## config.mk

```make
export PLATFORM = sky130hd
export DESIGN_NAME = atd_accumulator_transfer_decode
export DESIGN_NICKNAME = d
export VERILOG_FILES = /design/src/hw/atd_pkg.sv /design/src/hw/atd_opcode_match.sv /design/src/hw/atd_accumulator_transfer_decode.sv
export VERILOG_INCLUDE_DIRS = /design/src /design/src/hw
export SDC_FILE = /design/constraint.sdc
export NUM_CORES = 1
export LEC_CHECK = 0
export BUFFER_PORTS_ARGS = -buffer_cell sky130_fd_sc_hd__buf_4
export CAP_MARGIN = 20
export CORE_ASPECT_RATIO = 1.5
export CORE_MARGIN = 4
export CORE_UTILIZATION = 46
export DETAILED_ROUTE_END_ITERATION = 8
export PLACE_DENSITY = 0.93
export SETUP_SLACK_MARGIN = 0.05
export SLEW_MARGIN = 20
export SYNTH_ARGS = -nofsm -noshare
export SYNTH_HDL_FRONTEND = slang
export SYNTH_SLANG_ARGS = --single-unit
```

## constraint.sdc

```tcl
create_clock -name clk -period 1.2 [get_ports clk]
set_clock_uncertainty 0.15 [all_clocks]
set_input_delay 0.06 -clock clk [delete_from_list [all_inputs] [get_ports clk]]
set_output_delay 0.06 -clock clk [all_outputs]
set_load 0.1 [all_outputs]
```

## src/hw/atd_cfg.svh

```systemverilog
`ifndef ATD_CFG_SVH
`define ATD_CFG_SVH

// ============================================================
// Instruction word and register widths
`define ATD_INSTR_W 10
`define ATD_ACC_W 4
`define ATD_Z_W 2
`define ATD_D_W 3

// ============================================================
// Opcodes of this transfer group
`define ATD_OP_ACC_FROM_TC1 10'h24B
`define ATD_OP_ACC_FROM_TC2 10'h24C
`define ATD_OP_ACC_FROM_TC6 10'h250
`define ATD_OP_ACC_FROM_X 10'h054
`define ATD_OP_ACC_FROM_Y 10'h01F
`define ATD_OP_ACC_FROM_Z 10'h057
`define ATD_OP_ACC_TO_B 10'h00F
`define ATD_OP_ACC_TO_D 10'h029

// ============================================================
// Reset values
`define ATD_ACC_RST 4'h0
`define ATD_B_RST 4'h0
`define ATD_D_RST 3'h0

`endif

```

## src/hw/atd_pkg.sv

```systemverilog
`include "atd_cfg.svh"

package atd_pkg;

    // ============================================================
    // Decoded operation
    typedef enum logic [3:0] {
        ATD_OP_NONE = 4'h0,
        ATD_OP_TC1 = 4'h1,
        ATD_OP_TC2 = 4'h3,
        ATD_OP_TC6 = 4'h2,
        ATD_OP_X = 4'h6,
        ATD_OP_Y = 4'h7,
        ATD_OP_Z = 4'h5,
        ATD_OP_B = 4'h4,
        ATD_OP_D = 4'hC
    } atd_op_t;

    // ============================================================
    // Source registers seen by the decoder
    typedef struct packed {
        logic [`ATD_ACC_W-1:0] timer_control_one;
        logic [`ATD_ACC_W-1:0] timer_control_two;
        logic [`ATD_ACC_W-1:0] timer_control_six;
        logic [`ATD_ACC_W-1:0] x_reg;
        logic [`ATD_ACC_W-1:0] y_reg;
        logic [`ATD_Z_W-1:0] z_reg;
        logic [`ATD_ACC_W-1:0] acc;
    } atd_src_t;

    // ============================================================
    // Write-back requests toward the core
    typedef struct packed {
        logic acc_we;
        logic [`ATD_ACC_W-1:0] acc_data;
        logic b_we;
        logic [`ATD_ACC_W-1:0] b_data;
        logic d_we;
        logic [`ATD_D_W-1:0] d_data;
        logic hit;
    } atd_wb_t;

endpackage : atd_pkg

```

## src/hw/atd_opcode_match.sv

```systemverilog
`timescale 1ns/1ps
`include "atd_cfg.svh"

module atd_opcode_match
    import atd_pkg::*;
(
    input wire logic [`ATD_INSTR_W-1:0] instr,
    output atd_op_t op
);

    // ============================================================
    // Full-width compare, nothing else in this group may alias
    always_comb begin
        case (instr)
            `ATD_OP_ACC_FROM_TC1: op = ATD_OP_TC1;
            `ATD_OP_ACC_FROM_TC2: op = ATD_OP_TC2;
            `ATD_OP_ACC_FROM_TC6: op = ATD_OP_TC6;
            `ATD_OP_ACC_FROM_X: op = ATD_OP_X;
            `ATD_OP_ACC_FROM_Y: op = ATD_OP_Y;
            `ATD_OP_ACC_FROM_Z: op = ATD_OP_Z;
            `ATD_OP_ACC_TO_B: op = ATD_OP_B;
            `ATD_OP_ACC_TO_D: op = ATD_OP_D;
            default: op = ATD_OP_NONE;
        endcase
    end

endmodule : atd_opcode_match

```

## src/hw/atd_accumulator_transfer_decode.sv

```systemverilog
// Behaviour
// - opcode 24B loads accumulator from timer control one
// - opcode 24C loads accumulator from timer control two
// - opcode 250 loads accumulator from timer control six
// - X register copied into accumulator
// - Y register copied into accumulator
// - Z into acc low bits, upper cleared
// - accumulator copied into register B
// - accumulator bits 2..0 into port select register
`timescale 1ns/1ps
`include "atd_cfg.svh"

module atd_accumulator_transfer_decode
    import atd_pkg::*;
#(
    parameter int INSTR_W = `ATD_INSTR_W,
    parameter int ACC_W = `ATD_ACC_W,
    parameter int Z_W = `ATD_Z_W,
    parameter int D_W = `ATD_D_W
)
(
    input wire logic clk,
    input wire logic arst_n,
    input wire logic instr_valid,
    input wire logic [INSTR_W-1:0] instr,
    input wire atd_src_t src,
    output atd_wb_t wb,
    output logic carry_flag_we,
    output logic skip_req
);

    // ============================================================
    // Parameter checks
    // The carrier structs fix every field width, so a parameter may
    // only restate it; any other value would cut or pad bits
    if (INSTR_W != `ATD_INSTR_W) begin : g_bad_instr_w
        $error("INSTR_W must match the instruction word width");
    end
    if (ACC_W != `ATD_ACC_W) begin : g_bad_acc_w
        $error("ACC_W must match the accumulator width");
    end
    if (Z_W != `ATD_Z_W || Z_W >= ACC_W) begin : g_bad_z_w
        $error("Z_W must match the Z register and stay below ACC_W");
    end
    if (D_W != `ATD_D_W || D_W > ACC_W) begin : g_bad_d_w
        $error("D_W must match the port select register and fit ACC_W");
    end

    // ============================================================
    // Decode state
    // Next values are decoded per concern; each has its own flop below
    atd_op_t op;
    logic word_taken;
    logic acc_we_next;
    logic [ACC_W-1:0] acc_data_next;
    logic acc_we_reg;
    logic [ACC_W-1:0] acc_data_reg;
    logic b_we_next;
    logic [ACC_W-1:0] b_data_next;
    logic b_we_reg;
    logic [ACC_W-1:0] b_data_reg;
    logic d_we_next;
    logic [D_W-1:0] d_data_next;
    logic d_we_reg;
    logic [D_W-1:0] d_data_reg;
    logic hit_reg;

    // ============================================================
    // Opcode match
    // The valid qualifier is applied after the match, so a stale word
    // left on an idle bus never raises a request
    atd_opcode_match u_match (
        .instr(instr),
        .op(op)
    );

    assign word_taken = instr_valid && (op != ATD_OP_NONE);

    // ============================================================
    // Accumulator loads
    // Z is narrower than the accumulator; its missing high bits load as zero
    always_comb begin
        acc_we_next = 1'b0;
        acc_data_next = `ATD_ACC_RST;
        if (instr_valid) begin
            case (op)
                ATD_OP_TC1: begin
                    acc_we_next = 1'b1;
                    acc_data_next = src.timer_control_one;
                end
                ATD_OP_TC2: begin
                    acc_we_next = 1'b1;
                    acc_data_next = src.timer_control_two;
                end
                ATD_OP_TC6: begin
                    acc_we_next = 1'b1;
                    acc_data_next = src.timer_control_six;
                end
                ATD_OP_X: begin
                    acc_we_next = 1'b1;
                    acc_data_next = src.x_reg;
                end
                ATD_OP_Y: begin
                    acc_we_next = 1'b1;
                    acc_data_next = src.y_reg;
                end
                ATD_OP_Z: begin
                    acc_we_next = 1'b1;
                    acc_data_next = {{(ACC_W-Z_W){1'b0}}, src.z_reg};
                end
                default: begin
                    acc_we_next = 1'b0;
                    acc_data_next = `ATD_ACC_RST;
                end
            endcase
        end
    end

    // ============================================================
    // Register B store
    // The whole accumulator is copied; B has the same width
    always_comb begin
        b_we_next = 1'b0;
        b_data_next = `ATD_B_RST;
        if (instr_valid && op == ATD_OP_B) begin
            b_we_next = 1'b1;
            b_data_next = src.acc;
        end
    end

    // ============================================================
    // Port select register store, fed by the low accumulator bits only
    always_comb begin
        d_we_next = 1'b0;
        d_data_next = `ATD_D_RST;
        if (instr_valid && op == ATD_OP_D) begin
            d_we_next = 1'b1;
            d_data_next = src.acc[D_W-1:0];
        end
    end

    // ============================================================
    // Accumulator write strobe
    // One pulse per accumulator load word; the core commits it on the next edge
    always_ff @(posedge clk or negedge arst_n) begin
        if (!arst_n) begin
            acc_we_reg <= 1'b0;
        end else begin
            acc_we_reg <= acc_we_next;
        end
    end

    // ============================================================
    // Accumulator write data
    // Zero without its strobe, so the core may OR the requests of all groups
    always_ff @(posedge clk or negedge arst_n) begin
        if (!arst_n) begin
            acc_data_reg <= `ATD_ACC_RST;
        end else begin
            acc_data_reg <= acc_data_next;
        end
    end

    // ============================================================
    // Register B write request
    always_ff @(posedge clk or negedge arst_n) begin
        if (!arst_n) begin
            b_we_reg <= 1'b0;
            b_data_reg <= `ATD_B_RST;
        end else begin
            b_we_reg <= b_we_next;
            b_data_reg <= b_data_next;
        end
    end

    // ============================================================
    // Port select register write request
    always_ff @(posedge clk or negedge arst_n) begin
        if (!arst_n) begin
            d_we_reg <= 1'b0;
            d_data_reg <= `ATD_D_RST;
        end else begin
            d_we_reg <= d_we_next;
            d_data_reg <= d_data_next;
        end
    end

    // ============================================================
    // Hit flag
    // Marks that this group claimed the word, so no other group acts on it
    always_ff @(posedge clk or negedge arst_n) begin
        if (!arst_n) begin
            hit_reg <= 1'b0;
        end else begin
            hit_reg <= word_taken;
        end
    end

    // ============================================================
    // This group never touches carry and never skips, so these stay low
    always_ff @(posedge clk or negedge arst_n) begin
        if (!arst_n) begin
            carry_flag_we <= 1'b0;
            skip_req <= 1'b0;
        end else begin
            carry_flag_we <= 1'b0;
            skip_req <= 1'b0;
        end
    end

    // ============================================================
    // Outputs, each field straight from its flop
    always_comb begin
        wb.acc_we = acc_we_reg;
        wb.acc_data = acc_data_reg;
        wb.b_we = b_we_reg;
        wb.b_data = b_data_reg;
        wb.d_we = d_we_reg;
        wb.d_data = d_data_reg;
        wb.hit = hit_reg;
    end

endmodule : atd_accumulator_transfer_decode

```

# After elaboration in Yosys (flattened, before gate mapping)
# Index checks and enable logic that the tools add are counted.
# Widths: inputs -> output; s select.
# word_totals
register_bits,15
# op_classes
n_eq_ne,16
n_mux,9
n_reduce_logical,5
# ops
operator,n
$pmux 4 s8,1
$eq 10x10->1 const B,3
$pmux 4 s6,1
$eq 10x7->1 const B,2
$eq 4x3->1 const B,4
$eq 10x4->1 const B,1
$eq 10x5->1 const B,1
$eq 10x6->1 const B,1
$eq 4x2->1 const B,2
$mux 4,2
$reduce_or 6->1,1
$eq 4x1->1 const B,1
$eq 4x4->1 const B,1
$mux 1,4
$reduce_bool 4->1,1
$logic_and 1x1->1,3
$mux 3,1

# Depth between registers and ports, before layout
# depth
depth_word,6
ltp_mapped,6
mapped_depth_nobuf,4

# Cells and area by module
# A second synthesis with hierarchy kept.
# hier_totals
cells_unflattened,95
hier_area_um2,1021.0
# by_module_without_submodules
module,n_inst,cells_each,area_each_um2
atd_accumulator_transfer_decode,1,68,804.5
atd_opcode_match,1,27,216.5

# Worst setup path after synthesis
# OpenSTA, ideal clock, no wires.
# synth_timing
kind,input port to flip-flop
from,in instr[7]
to,reg b_data_reg[0]
setup_ps,132
t_arrival_ps,1247
required_ps,918
setup_slack_ps,-330
stages,4
path_buffers,0
path_cell_list,or4_4 o31ai_4 o21bai_1 nor3_1
# synth_via
elab_chain_len,5
# synth_lines
element,line_no,source
start: declaration,atd_accumulator_transfer_decode.sv:25,"input wire logic [INSTR_W-1:0] instr,"
$eq 10x6->1 (tied with other cells),atd_opcode_match.sv:14,case (instr)
$pmux 4 s8 *,atd_opcode_match.sv:14,
$eq 4x3->1 *,atd_accumulator_transfer_decode.sv:125,if (instr_valid && op == ATD_OP_B) begin
$logic_and 1x1->1 *,atd_accumulator_transfer_decode.sv:125,
$mux 4 *,atd_accumulator_transfer_decode.sv:125,
named net b_data_next[0],atd_accumulator_transfer_decode.sv:59,logic [ACC_W-1:0] b_data_next;
end signal: assignment,atd_accumulator_transfer_decode.sv:169,b_data_reg <= `ATD_B_RST;
end signal: assignment,atd_accumulator_transfer_decode.sv:172,b_data_reg <= b_data_next;
end: declaration,atd_accumulator_transfer_decode.sv:61,logic [ACC_W-1:0] b_data_reg;
# The timed path passes the listed nets; every way through them passes the cells marked *.

# Final worst setup path
# layout_timing
from,in instr[5]
to,reg acc_data_reg[2]
# layout_via
elab_chain_len,5
# layout_lines
element,line_no,source
$eq 10x6->1 (tied with other cells),atd_opcode_match.sv:14,
$pmux 4 s8 *,atd_opcode_match.sv:14,
$eq 4x3->1 (tied with other cells),atd_accumulator_transfer_decode.sv:86,case (op)
$pmux 4 s6 *,atd_accumulator_transfer_decode.sv:86,
$mux 4 *,atd_accumulator_transfer_decode.sv:85,if (instr_valid) begin
named net acc_data_next[2],atd_accumulator_transfer_decode.sv:55,logic [ACC_W-1:0] acc_data_next;
end signal: assignment,atd_accumulator_transfer_decode.sv:158,acc_data_reg <= `ATD_ACC_RST;
end signal: assignment,atd_accumulator_transfer_decode.sv:160,acc_data_reg <= acc_data_next;
end: declaration,atd_accumulator_transfer_decode.sv:57,logic [ACC_W-1:0] acc_data_reg;
# Marks and branches as above.

==> impl_metrics.toml <==
[status]
outcome = "finished, violations left"
violations = "hold timing, setup timing"

[timing]
finalWorstSetupSlack_ps = -384
tightest_slew_ps = 809
hold_viol = 9
clock.fmax_mhz = 631
finalSetupViolCount = 15
rsz0062_at_grt = "true"
slew_violations = 0
slew_headroom_pct = 45.7
finalCritPeriodShare_pct = 132
hold_slack_ps = -8.60
layout_min_cycle_time_ps = 1580

[worst_setup_path]
crit_path_max_incr_delay_ps = 550
path_class = "input pin to flop"
start_kind = "input pin"
path_delay_family = "simple AND/OR/NAND/NOR gates"
cp-end-kind = "flop"
crit_slowest_cell = "or4b_4"
crit_start = "instr[5]"
cp.required_ps = 1250
path_buf_inv = 1
crit_fanout = 4
path_cells = "buf_4 > or4b_4 > nor4b_4 > a22oi_1 > a211oi_2"
cp_data_arrival_time_ps = 1640

[drt]
ant_nets = 0
vias = 1143
drt_iter0_markers = 54
drc = 0
first_pass_iters = 4
wl_mm = 3.88
wl_per_cell_um = 20.3
vias_per_cell = 5.98

[placement]
place_congestion = 0.857
dp.cells = 175
hpwl_mm = 2.36
place_ws_ps = -628
portBuffers = 53

[cells_and_area]
diodes = 0
area_delta_synth_final_pct = 82.8
instances_no_fill = 191
drive_above_1_share_pct = 65.7
nets = 209

[yosys]
ys.flop_type = "dfrtp_1"
yosys.area.top_type_share_pct = 38.4
syn_avg_cell_area_um2 = 10.7
synth_most_common_cell = "dfrtp_1"
synth_top_cell_by_area = "dfrtp_1"
synth_enable_flop_cells = 0
synth_top_cells_by_area = "dfrtp_1 38%, a22oi_1 6.1%, buf_4 4.6%, a32o_1 4.1%, a211oi_1 3.8%"
ys_types = 32
async_flop_share_pct = 100
synth_common_cells = "15 x dfrtp_1, 8 x a22oi_1, 7 x inv_1, 6 x buf_4, 6 x nor3_1"
synth-seq-cells = 15
synth_area_um2 = 977
syn_inst = 91
ys_seq_area_share_pct = 38.4
ys.warnings.count = 0

[cts]
cts_tree = "done"
cts_buffers = 3
clk_pin_slew_ps = 90
root_buffer = "clkbuf_4"
cts_sinks = 15
htree_num_levels = 1
cts_buffer_depth = 2

[grt]
grt_pass1_vias = 1184
grtUsageTotal_pct = 25.3
grt_max_degree = 16
antenna_found_initial = 0
grt_overflow_total = 0
grt_pass1_wl_mm = 5.33

[job]
drv_cap = 0

[floorplan]
num_rows = 20
die_height_um = 64.5
die-area_um2 = 2940
io_pins = 56
die_w_um = 45.6
start_util_pct = 48.2
core_area_um2 = 2030

[power_and_ir_drop]
leakage_nw = 0.830
p_per_area_nw_per_um2 = 635
vdd_drop_max_uv = 451

[min_path]
min_path_type = "input pin to asynchronous set/reset pin"
[where the power goes]
| group | internal [mW] | switching (mW) | leakage [nW] |
|---|---|---|---|
| combinational | 0.176 | 0.161 | 0.605 |
| sequential | 0.505 | 0.000156 | 0.210 |
| clock | 0.130 | 0.163 | 0.0150 |
[timing repair]
action	4_1_cts	5_1_grt
hold endpoints to repair	29	1
endpoints found under the setup margin	15	19
pin swaps	15	9
buffers inserted	2	3
hold buffers	7	1
resized for setup	20	18
[per-layer routing]
metal  up-vias  part of all wire (%)  GRT usage (%)
met5         -                     0              0
met4         0                   4.0           17.6
met3        13                   6.9           4.72
met2        68                    57           45.3
met1       565                    33           23.9
li1        497                     -              -
[cell families (layout without fill, tap and decap cells)]
logic type,after synthesis,after routing,synth area share (%)
AND/OR/NAND/NOR,35,35,29.3
AO/OA/AOI/OAI,23,23,20.9
buffers and inverters,16,93,10.1
flip-flops,15,15,38.4
other,1,2,0.384
XOR/XNOR,1,1,0.896
[final timing paths]
path / end / cells past startpoint
hold / removal: b_data_reg[0] / 2
min in group clk: acc_data_reg[1] / 3
max in group asynchronous: b_data_reg[1] / 2
setup / recovery: acc_data_reg[2] / 5
[cell usage in the layout (no fill, tap or decap), types with 4 or more instances in the layout]
cell type      netlist  final
a32o_1               4      4
buf_6                2     14
dlygate4sd3_1        0      7
nor3_2               0      6
dfrtp_1             15     15
inv_1                7      7
buf_4                6     60
a22oi_1              8      5
a211oi_2             1      5
[layout make-up]
type / instances / area, µm²
Timing Repair Buffer: 82 / 693
Multi-Input combinational cell: 61 / 638
Inverter: 7 / 26.3
Fill cell: 95 / 240
Sequential cell: 15 / 375
Tap cell: 22 / 27.5
Clock buffer: 4 / 26.3
[through the flow]
step | utilization (%) | total power, mW | area (µm²) | setup TNS [ps] | hold slack (ps)
finish | 88.1 | 1.14 | 1790 | -4020 | -8.60
detailed placement | 73.3 | 0.789 | 1490 | -7680 | -232
global placement | 73.3 | 0.779 | 1490 | -6790 | -239
floorplan | - | 0.633 | 1010 | -3140 | -386
CTS | 83.6 | 1.11 | 1690 | -1980 | 2.71
global route | 88.1 | 1.17 | 1790 | -4520 | 17.2
Power figures use the tool's default switching activity.
